File: src/core/ebpm_cfg.svh
`ifndef EBPM_CFG_SVH
`define EBPM_CFG_SVH

// ---------------------------------------------------------------
// register location and layout
// ---------------------------------------------------------------
`define EBPM_ADDR     16'h1C00
`define EBPM_RESET    16'h0000
`define EBPM_WR_MASK  16'h7F3F
`define EBPM_RSV_BIT  15
`define EBPM_PP_MSB   14
`define EBPM_PP_LSB   12
`define EBPM_SP1_MSB  11
`define EBPM_SP1_LSB  10
`define EBPM_SP0_MSB  9
`define EBPM_SP0_LSB  8
`define EBPM_AM_MSB   5
`define EBPM_AM_LSB   0

// ---------------------------------------------------------------
// pin group sizes
// ---------------------------------------------------------------
`define EBPM_PP_PINS  21
`define EBPM_PP_SRCS  6
`define EBPM_SP_PINS  6
`define EBPM_SP_SRCS  3
`define EBPM_SP_PORTS 2
`define EBPM_AM_PINS  6

`endif

File: src/core/ebpm_pkg.sv
package ebpm_pkg;

  // ---------------------------------------------------------------
  // parallel port sources, index into the source arrays
  // ---------------------------------------------------------------
  typedef enum logic [2:0] {
    pp_lcd  = 3'h0,
    pp_spi  = 3'h1,
    pp_uart = 3'h2,
    pp_i2s2 = 3'h3,
    pp_i2s3 = 3'h4,
    pp_gpio = 3'h5,
    pp_none = 3'h6
  } ebpm_pp_src_type;

  // serial port sources
  typedef enum logic [1:0] {
    sp_mmc  = 2'h0,
    sp_i2s  = 2'h1,
    sp_gpio = 2'h2,
    sp_none = 2'h3
  } ebpm_sp_src_type;

  // owner of a parallel port pin for a mode code; unlisted pins float
  function automatic ebpm_pp_src_type ebpm_pp_owner(input logic [2:0] mode, input int pin);
    ebpm_pp_src_type own;
    own = pp_none;
    case (mode)
      3'h0: own = pp_lcd;
      3'h1: own = (pin < 7) ? pp_spi : (pin < 13) ? pp_gpio : (pin < 17) ? pp_uart : pp_i2s2;
      3'h2: own = (pin < 8) ? pp_lcd : (pin < 16) ? pp_gpio : pp_none;
      3'h3: own = (pin < 8) ? pp_lcd : (pin < 12) ? pp_spi : (pin < 16) ? pp_i2s3 : pp_none;
      3'h4: own = (pin < 8) ? pp_lcd : (pin < 12) ? pp_i2s2 : (pin < 16) ? pp_uart : pp_none;
      3'h5: own = (pin < 8) ? pp_lcd : (pin < 12) ? pp_spi : (pin < 16) ? pp_uart : pp_none;
      3'h6: own = (pin < 7) ? pp_spi : (pin < 11) ? pp_i2s2 : (pin < 15) ? pp_i2s3 : pp_gpio;
      default: own = pp_none;
    endcase
    return own;
  endfunction

  // owner of a serial port pin; reserved code leaves the port undriven
  function automatic ebpm_sp_src_type ebpm_sp_owner(input logic [1:0] mode, input int pin);
    ebpm_sp_src_type own;
    own = sp_none;
    case (mode)
      2'h0: own = sp_mmc;
      2'h1: own = (pin < 4) ? sp_i2s : sp_gpio;
      2'h2: own = sp_gpio;
      default: own = sp_none;
    endcase
    return own;
  endfunction

endpackage

File: src/core/ebpm_sp_if.sv
`timescale 1ns/1ps
// one serial port pin group between the top and its mux
interface ebpm_sp_if #(
  parameter int N = 6
);
  logic [1:0]        mode;
  logic [N-1:0]      pin_in;
  logic [N-1:0]      pin_out;
  logic [N-1:0]      pin_oe;
  logic [2:0][N-1:0] src_out;
  logic [2:0][N-1:0] src_oe;
  logic [2:0][N-1:0] src_in;

  modport mux (
    input  mode,
    input  pin_in,
    input  src_out,
    input  src_oe,
    output pin_out,
    output pin_oe,
    output src_in
  );
  modport top (
    output mode,
    output pin_in,
    output src_out,
    output src_oe,
    input  pin_out,
    input  pin_oe,
    input  src_in
  );
endinterface

File: src/core/ebpm_sp_mux.sv
`timescale 1ns/1ps
`include "ebpm_cfg.svh"
// routes one six-pin serial port to memory card, audio serial or gpio
module ebpm_sp_mux #(
  parameter int PINS = `EBPM_SP_PINS,
  parameter int SRCS = `EBPM_SP_SRCS
) (
  input  wire logic i_clk,
  input  wire logic i_rst,
  ebpm_sp_if.mux    sp
);

  // ---------------------------------------------------------------
  // per-pin routing
  // ---------------------------------------------------------------
  for (genvar p = 0; p < PINS; p++) begin : g_pin
    ebpm_pkg::ebpm_sp_src_type own;
    assign own = ebpm_pkg::ebpm_sp_owner(sp.mode, p);
    // reserved code drives nothing rather than guessing an owner
    assign sp.pin_out[p] = (own == ebpm_pkg::sp_none) ? 1'b0 : sp.src_out[own][p];
    assign sp.pin_oe[p]  = (own == ebpm_pkg::sp_none) ? 1'b0 : sp.src_oe[own][p];
    for (genvar s = 0; s < SRCS; s++) begin : g_src
      // only the owner sees the pin; others read a quiet zero
      assign sp.src_in[s][p] =
        (own == ebpm_pkg::ebpm_sp_src_type'(2'(s))) ? sp.pin_in[p] : 1'b0;
    end
  end
endmodule

File: src/core/ebpm_top.sv
`timescale 1ns/1ps
`include "ebpm_cfg.svh"
// Functional notes
// register selects parallel port pin owners
// register selects serial port 0/1 owners
// register sits at io port 0x1C00
// new routing applies next cpu cycle
// per-bit address pins 20:15 gpio or address
// software gates peripheral clocks before change
// software resets affected peripherals after change
// software writes register once after boot
// bit 15 reads zero, ignores writes
// bits 14:12 pick parallel port grouping
// bits 11:10 pick serial port 1 use
// bits 9:8 pick serial port 0 use
// reset clears fields; bits 7:6 read zero
module ebpm_top #(
  parameter int PP_PINS = `EBPM_PP_PINS,
  parameter int PP_SRCS = `EBPM_PP_SRCS,
  parameter int SP_PINS = `EBPM_SP_PINS,
  parameter int SP_SRCS = `EBPM_SP_SRCS,
  parameter int AM_PINS = `EBPM_AM_PINS
) (
  input  wire logic                                 i_clk,
  input  wire logic                                 i_rst,
  // cpu io port
  input  wire logic [15:0]                          i_io_addr,
  input  wire logic                                 i_io_wr,
  input  wire logic                                 i_io_rd,
  input  wire logic [15:0]                          i_io_wdata,
  output logic      [15:0]                          o_io_rdata,
  // parallel port: sources lcd, spi, uart, i2s2, i2s3, gpio
  input  wire logic [PP_SRCS-1:0][PP_PINS-1:0]      i_pp_src_out,
  input  wire logic [PP_SRCS-1:0][PP_PINS-1:0]      i_pp_src_oe,
  output logic      [PP_SRCS-1:0][PP_PINS-1:0]      o_pp_src_in,
  input  wire logic [PP_PINS-1:0]                   i_pp_pin_in,
  output logic      [PP_PINS-1:0]                   o_pp_pin_out,
  output logic      [PP_PINS-1:0]                   o_pp_pin_oe,
  // serial ports 0/1: sources mmc, i2s, gpio
  input  wire logic [1:0][SP_SRCS-1:0][SP_PINS-1:0] i_sp_src_out,
  input  wire logic [1:0][SP_SRCS-1:0][SP_PINS-1:0] i_sp_src_oe,
  output logic      [1:0][SP_SRCS-1:0][SP_PINS-1:0] o_sp_src_in,
  input  wire logic [1:0][SP_PINS-1:0]              i_sp_pin_in,
  output logic      [1:0][SP_PINS-1:0]              o_sp_pin_out,
  output logic      [1:0][SP_PINS-1:0]              o_sp_pin_oe,
  // upper external memory address pins 20:15
  input  wire logic [AM_PINS-1:0]                   i_am_addr_out,
  input  wire logic [AM_PINS-1:0]                   i_am_addr_oe,
  input  wire logic [AM_PINS-1:0]                   i_am_gpio_out,
  input  wire logic [AM_PINS-1:0]                   i_am_gpio_oe,
  output logic      [AM_PINS-1:0]                   o_am_gpio_in,
  input  wire logic [AM_PINS-1:0]                   i_am_pin_in,
  output logic      [AM_PINS-1:0]                   o_am_pin_out,
  output logic      [AM_PINS-1:0]                   o_am_pin_oe
);

  localparam int SYNC_W = PP_PINS + 2 * SP_PINS + AM_PINS;

  logic [15:0]        route_r;
  logic [15:0]        route_nxt;
  logic [15:0]        rdata_r;
  logic               sel_hit;
  logic [SYNC_W-1:0]  pin_raw;
  logic [SYNC_W-1:0]  sync1_r;
  logic [SYNC_W-1:0]  sync2_r;
  logic [SYNC_W-1:0]  sync3_r;
  logic [SYNC_W-1:0]  pin_f_r;
  logic [PP_PINS-1:0] pp_in_f;
  logic [2:0]         pp_mode;
  logic [AM_PINS-1:0] am_mode;

  // ---------------------------------------------------------------
  // selection register
  // ---------------------------------------------------------------
  assign sel_hit = (i_io_addr == `EBPM_ADDR);
  // reserved bits are masked out so they can never hold a one
  assign route_nxt = i_io_wdata & `EBPM_WR_MASK;

  // written value drives the muxes from the following cycle on
  always_ff @(posedge i_clk) begin
    if (i_rst) begin
      route_r <= `EBPM_RESET;
    end else if (i_io_wr && sel_hit) begin
      route_r <= route_nxt;
    end
  end

  // read data one cycle after the strobe; idle and misses read zero
  always_ff @(posedge i_clk) begin
    if (i_rst) begin
      rdata_r <= `EBPM_RESET;
    end else begin
      rdata_r <= (i_io_rd && sel_hit) ? route_r : `EBPM_RESET;
    end
  end
  assign o_io_rdata = rdata_r;

  assign pp_mode = route_r[`EBPM_PP_MSB:`EBPM_PP_LSB];
  assign am_mode = route_r[`EBPM_AM_MSB:`EBPM_AM_LSB];

  // ---------------------------------------------------------------
  // pin input synchronisers
  // ---------------------------------------------------------------
  assign pin_raw = {i_am_pin_in, i_sp_pin_in, i_pp_pin_in};

  // fourth stage filters: a bit moves only when stages two and three agree
  always_ff @(posedge i_clk) begin
    if (i_rst) begin
      sync1_r <= '0;
      sync2_r <= '0;
      sync3_r <= '0;
      pin_f_r <= '0;
    end else begin
      sync1_r <= pin_raw;
      sync2_r <= sync1_r;
      sync3_r <= sync2_r;
      pin_f_r <= (sync2_r & sync3_r) | (pin_f_r & (sync2_r ^ sync3_r));
    end
  end
  assign pp_in_f = pin_f_r[PP_PINS-1:0];

  // ---------------------------------------------------------------
  // parallel port routing
  // ---------------------------------------------------------------
  // output paths stay combinational so a new mode shows one edge after the write
  for (genvar p = 0; p < PP_PINS; p++) begin : g_pp
    ebpm_pkg::ebpm_pp_src_type own;
    assign own = ebpm_pkg::ebpm_pp_owner(pp_mode, p);
    assign o_pp_pin_out[p] = (own == ebpm_pkg::pp_none) ? 1'b0 : i_pp_src_out[own][p];
    assign o_pp_pin_oe[p]  = (own == ebpm_pkg::pp_none) ? 1'b0 : i_pp_src_oe[own][p];
    for (genvar s = 0; s < PP_SRCS; s++) begin : g_src
      assign o_pp_src_in[s][p] =
        (own == ebpm_pkg::ebpm_pp_src_type'(3'(s))) ? pp_in_f[p] : 1'b0;
    end
  end

  // ---------------------------------------------------------------
  // serial ports
  // ---------------------------------------------------------------
  for (genvar k = 0; k < `EBPM_SP_PORTS; k++) begin : g_sp
    ebpm_sp_if #(.N(SP_PINS)) sp ();
    assign sp.mode    = (k == 0) ? route_r[`EBPM_SP0_MSB:`EBPM_SP0_LSB]
                                 : route_r[`EBPM_SP1_MSB:`EBPM_SP1_LSB];
    assign sp.pin_in  = pin_f_r[PP_PINS + k * SP_PINS +: SP_PINS];
    assign sp.src_out = i_sp_src_out[k];
    assign sp.src_oe  = i_sp_src_oe[k];
    assign o_sp_pin_out[k] = sp.pin_out;
    assign o_sp_pin_oe[k]  = sp.pin_oe;
    assign o_sp_src_in[k]  = sp.src_in;
    ebpm_sp_mux #(
      .PINS (SP_PINS),
      .SRCS (SP_SRCS)
    ) u_sp (
      .i_clk (i_clk),
      .i_rst (i_rst),
      .sp    (sp)
    );
  end

  // ---------------------------------------------------------------
  // address pins: one bit per pin, one selects gpio
  // ---------------------------------------------------------------
  // the address bus is output only, so only gpio ever sees the pin
  assign o_am_pin_out = (am_mode & i_am_gpio_out) | (~am_mode & i_am_addr_out);
  assign o_am_pin_oe  = (am_mode & i_am_gpio_oe)  | (~am_mode & i_am_addr_oe);
  assign o_am_gpio_in = am_mode & pin_f_r[SYNC_W-1 -: AM_PINS];
endmodule

File: config.mk
export PLATFORM = sky130hd
export DESIGN_NAME = ebpm_top
export DESIGN_NICKNAME = d
export VERILOG_FILES = /design/src/core/ebpm_pkg.sv /design/src/core/ebpm_sp_if.sv /design/src/core/ebpm_sp_mux.sv /design/src/core/ebpm_top.sv
export VERILOG_INCLUDE_DIRS = /design/src /design/src/core
export SDC_FILE = /design/constraint.sdc
export NUM_CORES = 1
export LEC_CHECK = 0
export ABC_AREA = 0
export BUFFER_PORTS_ARGS = -buffer_cell sky130_fd_sc_hd__buf_4
export CORE_AREA = 8 8 259 261
export DETAILED_ROUTE_END_ITERATION = 10
export DIE_AREA = 0 0 267 269
export PLACE_DENSITY = 0.39
export SKIP_CTS_REPAIR_TIMING = 1
export SLEW_MARGIN = 5
export SYNTH_ARGS = -nofsm -noshare
export SYNTH_HDL_FRONTEND = slang
export SYNTH_SLANG_ARGS = --single-unit
File: constraint.sdc
create_clock -name i_clk -period 1.95 [get_ports i_clk]
set_input_delay 0.2925 -clock i_clk [delete_from_list [all_inputs] [get_ports i_clk]]
set_output_delay 0.2925 -clock i_clk [all_outputs]
set_load 0.005 [all_outputs]
* Word-level counts from Yosys, hierarchy flattened
Cells that the tools add are included.
Cells by class: eq/ne operators 77, bitwise operators 13, muxes and demuxes 293, $lt $le $gt $ge 13, reductions and logical operators 30
Operators by type and width (count):
- binary-select mux 21 bit (select 3 bit) | 18
- two-way mux 1 bit | 228
- binary-select mux 6 bit (select 2 bit) | 8
- equality test 3 bit, second input constant | 30
- bitwise AND 39 bit | 2
- equality test 3 x 2 -> 1 bit, second input constant | 20
- case mux 3 bit (4 select lines) | 4
- two-way mux 21 bit | 2
- bitwise OR 39 bit | 1
- XOR 39 bit | 1
- less-than comparator 3 x 4 -> 1 bit, second input constant | 9
- two-way mux 17 bit | 2
- two-way mux 16 bit | 2
- bitwise AND 6 bit | 5
- equality test 3 x 1 -> 1 bit, second input constant | 10
- zero test 3 bit | 10
- two-way mux 15 bit | 2
- case mux 3 bit (3 select lines) | 3
- two-way mux 13 bit | 2
- two-way mux 12 bit | 2
- two-way mux 6 bit | 4
- two-way mux 11 bit | 2
- equality test 2 bit, second input constant | 10
- OR reduction 2 bit | 10
- 17 further kinds | 39
Word-level totals: input port bits 423, bits in registers 182

* Depth between registers and ports, before layout
Gate-level depths: netlist (run 1).
depth after elaboration 6, depth in mapped cells 7, mapped depth without buffers 6

* Modules after synthesis
A second synthesis (run 1) with hierarchy kept.
Unflattened totals: cells, all modules 1041, area total of the unflattened synthesis 9201.3 sq um
Modules (own cells, without submodules):
- ebpm_top | cells each 877, sequential area each 3643.5 sq um, area an instance 8095.3 sq um, times used 1
- ebpm_sp_mux | cells each 82, sequential area each 0.0 sq um, area an instance 553.0 sq um, times used 2

* Worst setup path after synthesis (run 1)
No wires, ideal clock.
path kind flip-flop to output port, start register route_r[9], end output o_sp_pin_oe[0] (netlist bit), setup slack 0.324 ns, data arrival time 1.333 ns, stages on the path, launching flop included 8, path buffers 2, path through dfxtp_1 inv_1 ha_1 buf_2 nor2b_1 clkbuf_1 a21oi_1 nor2_1
RTL lines:
- start, declared | line ebpm_top.sv:59 | logic [15:0] route_r;
- start signal, assigned | line ebpm_top.sv:82 | route_r <= `EBPM_RESET;
- start signal, assigned | line ebpm_top.sv:84 | route_r <= route_nxt;
- end, declared | line ebpm_top.sv:45 | output logic [1:0][SP_PINS-1:0] o_sp_pin_oe,

==> impl_metrics.tcl, run 1 <==
set metrics [dict create \
    netlist_area_um2 9330 \
    ys_ff_latch 182 \
    synth.distinct_cells 37 \
    worstReg2RegStart "route_r[12]$_SDFFE_PP0P_" \
    synth_cells 1060 \
    critPathLaunch "route_r[13]$_SDFFE_PP0P_" \
    path_class "flop to output port" \
    clock_skew_ns 0.0104 \
    num_vias 9110 \
    yosysWarnings 0 \
    clock-sinks 182 \
    start_kind "flop" \
    reg2reg_to "route_r[12]$_SDFFE_PP0P_" \
    cts_made_buffers 17 \
    wirelength_mm 41.9 \
    viasPerCell 3.75 \
    end_kind "output port" \
    synthFlopType "dfxtp_1" \
    cts-root-buf "clkbuf_16" \
    arrival_ns 1.86 \
    layout_common_cells "buf_4 (483), dfxtp_1 (175), nor2b_1 (143), nor2_1 (91), a21oi_1 (86)" \
    worstSetupEndpoint "o_pp_src_in[114]" \
    synth_edf_count 0 \
    die_x_um 267 \
    routedWlPerCell_um 17.2 \
    cts.clk_slew.worst_paths_ns 0.07 \
    grt_pass1_vias 9078 \
    clockBufferDepth 2 \
    place.gp.congestion 0.850 \
    coreArea_um2 62700 \
    postRouteAntennaNets 0 \
    die_area_um2 71800 \
    io_pins 685 \
    powerDensity_nw_per_um2 532 \
    timing.final.crit_share_pct 110 \
    final_util_pct 25.2 \
    dpl.hpwl_mm 32.4 \
    required_ns 1.66 \
    ys_seq_area_share_pct 39.1 \
    status "finished with violations" \
    insertion_delay_ns 0.46 \
    fmax_mhz 465 \
    drt-initial-drc-count 377 \
    track_usage_pct 10.5 \
    syn_area_per_cell_um2 8.80 \
    p_leak_nw 7.16 \
    drive_gt1_share_pct 46.7 \
    cp_max_fo 20 \
    rsz0062_at_grt "yes" \
    fin_hold_ws_ns 0.0351 \
    start_util_pct 14.9 \
    first_pass_iters 5 \
    nNetsFinal 2047 \
    final_common_cell "buf_4" \
    antenna_found_initial 5 \
    overflow 0 \
    r2r_slack_ns 0.97 \
    place_area_um2 14000 \
    hold_path_class "input pin to flop" \
    die_y_um 269 \
    hold_depth 2 \
    cts.htree.levels 4 \
    drc 0 \
    vdd_drop_max_uv 636 \
    rows 92 \
    period_minus_slack_ns 2.15 \
    timing.final.max_slew_violations 0 \
    fin_ws_ns -0.199 \
    cts_tree "done" \
    grt_max_degree 92 \
    setup_viol 109 \
    area_growth_pct 69.4 \
    finalHoldViolCount 0 \
    drv_cap 0 \
    diodes 0 \
    violations "setup timing" \
    rr_worst_depth 4 \
    power_mw 8.39 \
    grt_pass1_wl_mm 57.2 \
    final_cell_area_um2 15800 \
    portBuffers 487 \
    async_flop_share_pct 0 \
]
==> worst max-delay path, stage by stage (launching register included) <==
cell and delay [ns]:
dfxtp_4 0.44, buf_4 0.31, nand2b_1 0.17, a21oi_2 0.20, and2_1 0.15, buf_4 0.11
==> per-stage QoR <==
step           setup TNS [ns]  setup slack (ns)  instances
2_1_floorplan               0             0.324       1123
3_3_place_gp          -0.0240           -0.0240       2368
3_5_place_dp          -0.0318           -0.0318       2368
4_1_cts                -35.86            -0.582       2400
5_1_grt                -26.81            -0.323       2432
6_report               -11.32            -0.199       2432
==> power breakdown <==
| group | leakage (nW) | switching (mW) | internal (mW) | total, mW |
|---|---|---|---|---|
| combinational | 5.38 | 0.411 | 0.655 | 1.07 |
| clock | 0.292 | 1.67 | 1.82 | 3.49 |
| sequential | 1.49 | 0.0331 | 3.81 | 3.84 |
==> area by class of cell <==
cell class,count,area [µm²]
Sequential cell,182,3660
Clock buffer,17,425
Clock inverter,15,158
Fill cell,6857,46900
Tap cell,846,1060
Inverter,10,42.5
Timing Repair Buffer,565,4780
Multi-Input combinational cell,797,5670
==> worst min-delay path by stage <==
stage / startpoint / end
final: i_sp_pin_in[2] / sync1_r[23]$_SDFF_PP0_
after global routing: i_pp_pin_in[2] / sync1_r[2]$_SDFF_PP0_
after CTS: i_am_pin_in[1] / sync1_r[34]$_SDFF_PP0_
after detailed placement: sync1_r[13]$_SDFF_PP0_ / sync2_r[13]$_SDFF_PP0_
after global placement: sync1_r[7]$_SDFF_PP0_ / sync2_r[7]$_SDFF_PP0_
after floorplan: sync1_r[0]$_SDFF_PP0_ / sync2_r[0]$_SDFF_PP0_
==> kinds of logic after synthesis <==
logic type | synth area share [%]
simple gates | 24.7
flops | 39.1
buf+inv | 8.91
compound gates | 12.8
fa+ha+maj | 6.84
mux | 7.59
other cells | 0.0402
==> state kept, by name (all words and copies together) (netlist names) <==
register / count
sync3_r: 39
route_r: 13
o_io_rdata: 13
sync1_r: 39
sync2_r: 39
pin_f_r: 39
==> layer usage <==
metal / share of wire (%) / global-route usage (%)
met5: 0.055 / 0
met4: 1.6 / 3.22
met3: 7.5 / 3.81
met2: 50 / 17.7
met1: 41 / 12.3
==> cell usage after synthesis (2+ instances only) <==
cell type,count,share of area (%)
nand3_1,14,0.75
nor3_1,6,0.32
and2_1,94,6.3
o2bb2ai_1,4,0.38
clkbuf_1,38,1.5
a21oi_1,108,5.8
a2bb2oi_1,16,1.5
a22oi_1,27,2.2
and3_1,18,1.2
mux2_2,12,1.4
buf_2,25,1.3
nand2_1,14,0.56
mux2i_1,55,5.9
nor2b_1,152,10
ha_1,51,6.8
inv_1,10,0.40
buf_1,2,0.081
buf_4,69,5.6
nor2_1,96,3.9
o21ai_0,48,2.6
a211oi_1,3,0.24
dfxtp_1,182,39
nand2b_1,2,0.13
Note: power is estimated with default switching activity, not from simulation.
==> inputs of run 2 (changes only) <==
- ABC_AREA: 0 -> 1
- CORE_AREA: 8 8 259 261 -> 8 8 258 260
- DIE_AREA: 0 0 267 269 -> 0 0 266 268
==> run 2 against run 1 <==
The run still ends with setup timing left; cell count up 22%; first-iteration DRC count increased by 32%; count of clock-buffer cells in the layout rose by 1; via count up 20%; design area is 7.9% higher.
==> impl_metrics.tcl, run 2 <==
set metrics [dict create \
    synth_top_area_share_pct 37.9 \
    layout_common_cells "buf_4 (578), nor2_1 (287), nand2_1 (277), inv_1 (243), dfxtp_1 (175)" \
    overflow 0 \
    drc 0 \
    fmax_mhz 441 \
    async_flop_share_pct 0 \
    first_pass_iters 5 \
    violations "setup timing" \
    period_minus_slack_ns 2.27 \
    routedWlPerCell_um 15.6 \
    area_growth_pct 77.3 \
    cts_made_buffers 17 \
    syn_area_per_cell_um2 6.50 \
    final_cell_area_um2 17000 \
    slowest_stage "dfxtp_4" \
    setup_viol 104 \
    cp_cell_sequence "buf_6, nand3_4, buf_12, buf_8, buf_6, nand3b_1, nand2_1, nand2_1, nand3_2, nand2_2, buf_6" \
    cts.htree.levels 4 \
    timing.final.crit_share_pct 116 \
    path_depth 11 \
    num_vias 10943 \
    portBuffers 528 \
    worstSetupEndpoint "o_pp_pin_oe[18]" \
    fillCellCount 6892 \
    cts.clk_slew.worst_paths_ns 0.08 \
    critPathLaunch "route_r[13]$_SDFFE_PP0P_" \
    start_util_pct 15.4 \
    worst_path_largest_cell_delay_ns 0.41 \
    antenna_found_initial 4 \
    reg2reg_to "route_r[14]$_SDFFE_PP0P_" \
    drt-initial-drc-count 499 \
    nNetsFinal 2574 \
    clock-sinks 182 \
    clock_skew_ns 0.0122 \
    final_util_pct 27.3 \
    die_x_um 266 \
    ys_seq_area_share_pct 37.9 \
    grt_pass1_wl_mm 64.6 \
    worst-path-buf-inv 5 \
    wirelength_mm 46.3 \
    cp_max_fo 5 \
    dpl.hpwl_mm 38.0 \
    finalHoldViolCount 0 \
    end_kind "output port" \
    place_ws_ns -0.0647 \
    p_leak_nw 9.00 \
    postRouteAntennaNets 0 \
    die_y_um 268 \
    grt_max_degree 65 \
    cpMostUsedCell "buf_6" \
    io_pins 685 \
    hold_path_class "input pin to flop" \
    synth_cells 1478 \
    cts_tree "done" \
    synth.area.top_cells "dfxtp_1 (38%), nand2_1 (13%), nor2_1 (13%), inv_1 (10%), ha_1 (6.6%)" \
    path_class "flop to output port" \
    synth.most_common_cell "nand2_1" \
    grt_pass1_vias 10780 \
    synth_edf_count 0 \
    powerDensity_nw_per_um2 514 \
    fin_ws_ns -0.318 \
    die_area_um2 71300 \
    yosysTopAreaCell "dfxtp_1" \
    place.gp.congestion 0.864 \
    start_kind "flop" \
    crit_family "buffers and inverters" \
    ys_ff_latch 182 \
    timing.final.max_slew_violations 0 \
    clockBufferDepth 2 \
    fin_cells 2962 \
    netlist_area_um2 9610 \
    status "finished with violations" \
    yosysWarnings 0 \
    track_usage_pct 11.8 \
    worstReg2RegStart "route_r[14]$_SDFFE_PP0P_" \
    cts-root-buf "clkbuf_16" \
    vdd_drop_max_uv 502 \
    insertion_delay_ns 0.47 \
    coreArea_um2 62400 \
    arrival_ns 1.98 \
    place_area_um2 14900 \
    synth_common_cells "nand2_1 (322), nor2_1 (320), inv_1 (258), dfxtp_1 (182), buf_4 (69)" \
    synthFlopType "dfxtp_1" \
    rsz0062_at_grt "yes" \
    drive_gt1_share_pct 39.6 \
    rows 92 \
    rr_worst_depth 5 \
    synth.distinct_cells 29 \
    drv_cap 0 \
    final_common_cell "buf_4" \
    dp.cells 2885 \
    required_ns 1.66 \
    viasPerCell 3.69 \
    r2r_slack_ns 1.00 \
]
[run 2: cell types whose count changed after synthesis, moves of 26 or more]
cell / delta
a21oi_1: -48
nand2_1: +308
and2_1: -94
mux2i_1: -55
a22oi_1: -26
inv_1: +248
nand3_1: +47
nor2b_1: -152
nor2_1: +224
[run 2: metrics by stage]
stage	TNS (ns)	hold WS, ns	total power, mW
after CTS	-47.06	-0.0460	8.96
after detailed placement	-0.453	0.394	5.03
after floorplan	0	0.388	4.35
after global routing	-32.38	0.0000440	9.26
after global placement	-0.125	0.389	5.02
final	-18.00	0.0180	8.75
[run 2: power breakdown]
group	leakage, nW	total [mW]	switching (mW)	internal [mW]
registers	1.49	3.84	0.0371	3.80
clock network	0.313	3.76	1.75	2.01
logic	7.20	1.15	0.456	0.697
total	9.00	8.75	2.24	6.51
[run 2: final cells by class]
type | count | area [µm²] | area share [%]
antenna | 3 | 7.51 | 0.0441
timing repair inverter | 1 | 7.51 | 0.0441
clock inverter | 14 | 203 | 1.19
clock buffer | 18 | 439 | 2.58
multi-input combinational | 986 | 5260 | 30.9
tap | 846 | 1060 | 6.21
inverter | 262 | 1040 | 6.12
timing repair buffer | 650 | 5350 | 31.4
sequential | 182 | 3670 | 21.5
[run 2: worst min path at each step]
stage,start,end,cells past startpoint
5_1_grt,i_sp_pin_in[6],sync1_r[27]$_SDFF_PP0_,3
2_1_floorplan,sync1_r[0]$_SDFF_PP0_,sync2_r[0]$_SDFF_PP0_,2
6_report,i_sp_pin_in[6],sync1_r[27]$_SDFF_PP0_,3
3_3_place_gp,sync1_r[33]$_SDFF_PP0_,sync2_r[33]$_SDFF_PP0_,2
4_1_cts,i_sp_pin_in[6],sync1_r[27]$_SDFF_PP0_,3
3_5_place_dp,sync1_r[30]$_SDFF_PP0_,sync2_r[30]$_SDFF_PP0_,2
[run 2: kinds of logic after synthesis]
kind of cell | synth area share (%)
flip-flops | 37.9
buffers and inverters | 17.5
other | 0.0390
AND/OR/NAND/NOR | 30.1
AO/OA/AOI/OAI | 7.79
adder cells (fa/ha/maj) | 6.64
[run 2: routing by layer]
| layer | up-vias | routed length, µm | global-route usage, % | share of wire (%) |
|---|---|---|---|---|
| li1 | 5580 | - | - | - |
| met1 | 4934 | 18200 | 13.0 | 39 |
| met2 | 373 | 23400 | 21.1 | 51 |
| met3 | 52 | 3640 | 4.46 | 7.9 |
| met4 | 4 | 962 | 3.83 | 2.1 |
| met5 | - | 22 | 0 | 0.048 |
[run 2: worst register-to-register path: stages (launching register included)]
cell	delay, ns
dfxtp_4	0.44
inv_8	0.07
buf_4	0.15
nand2_1	0.06
nand2_1	0.04
nor2_1	0.11
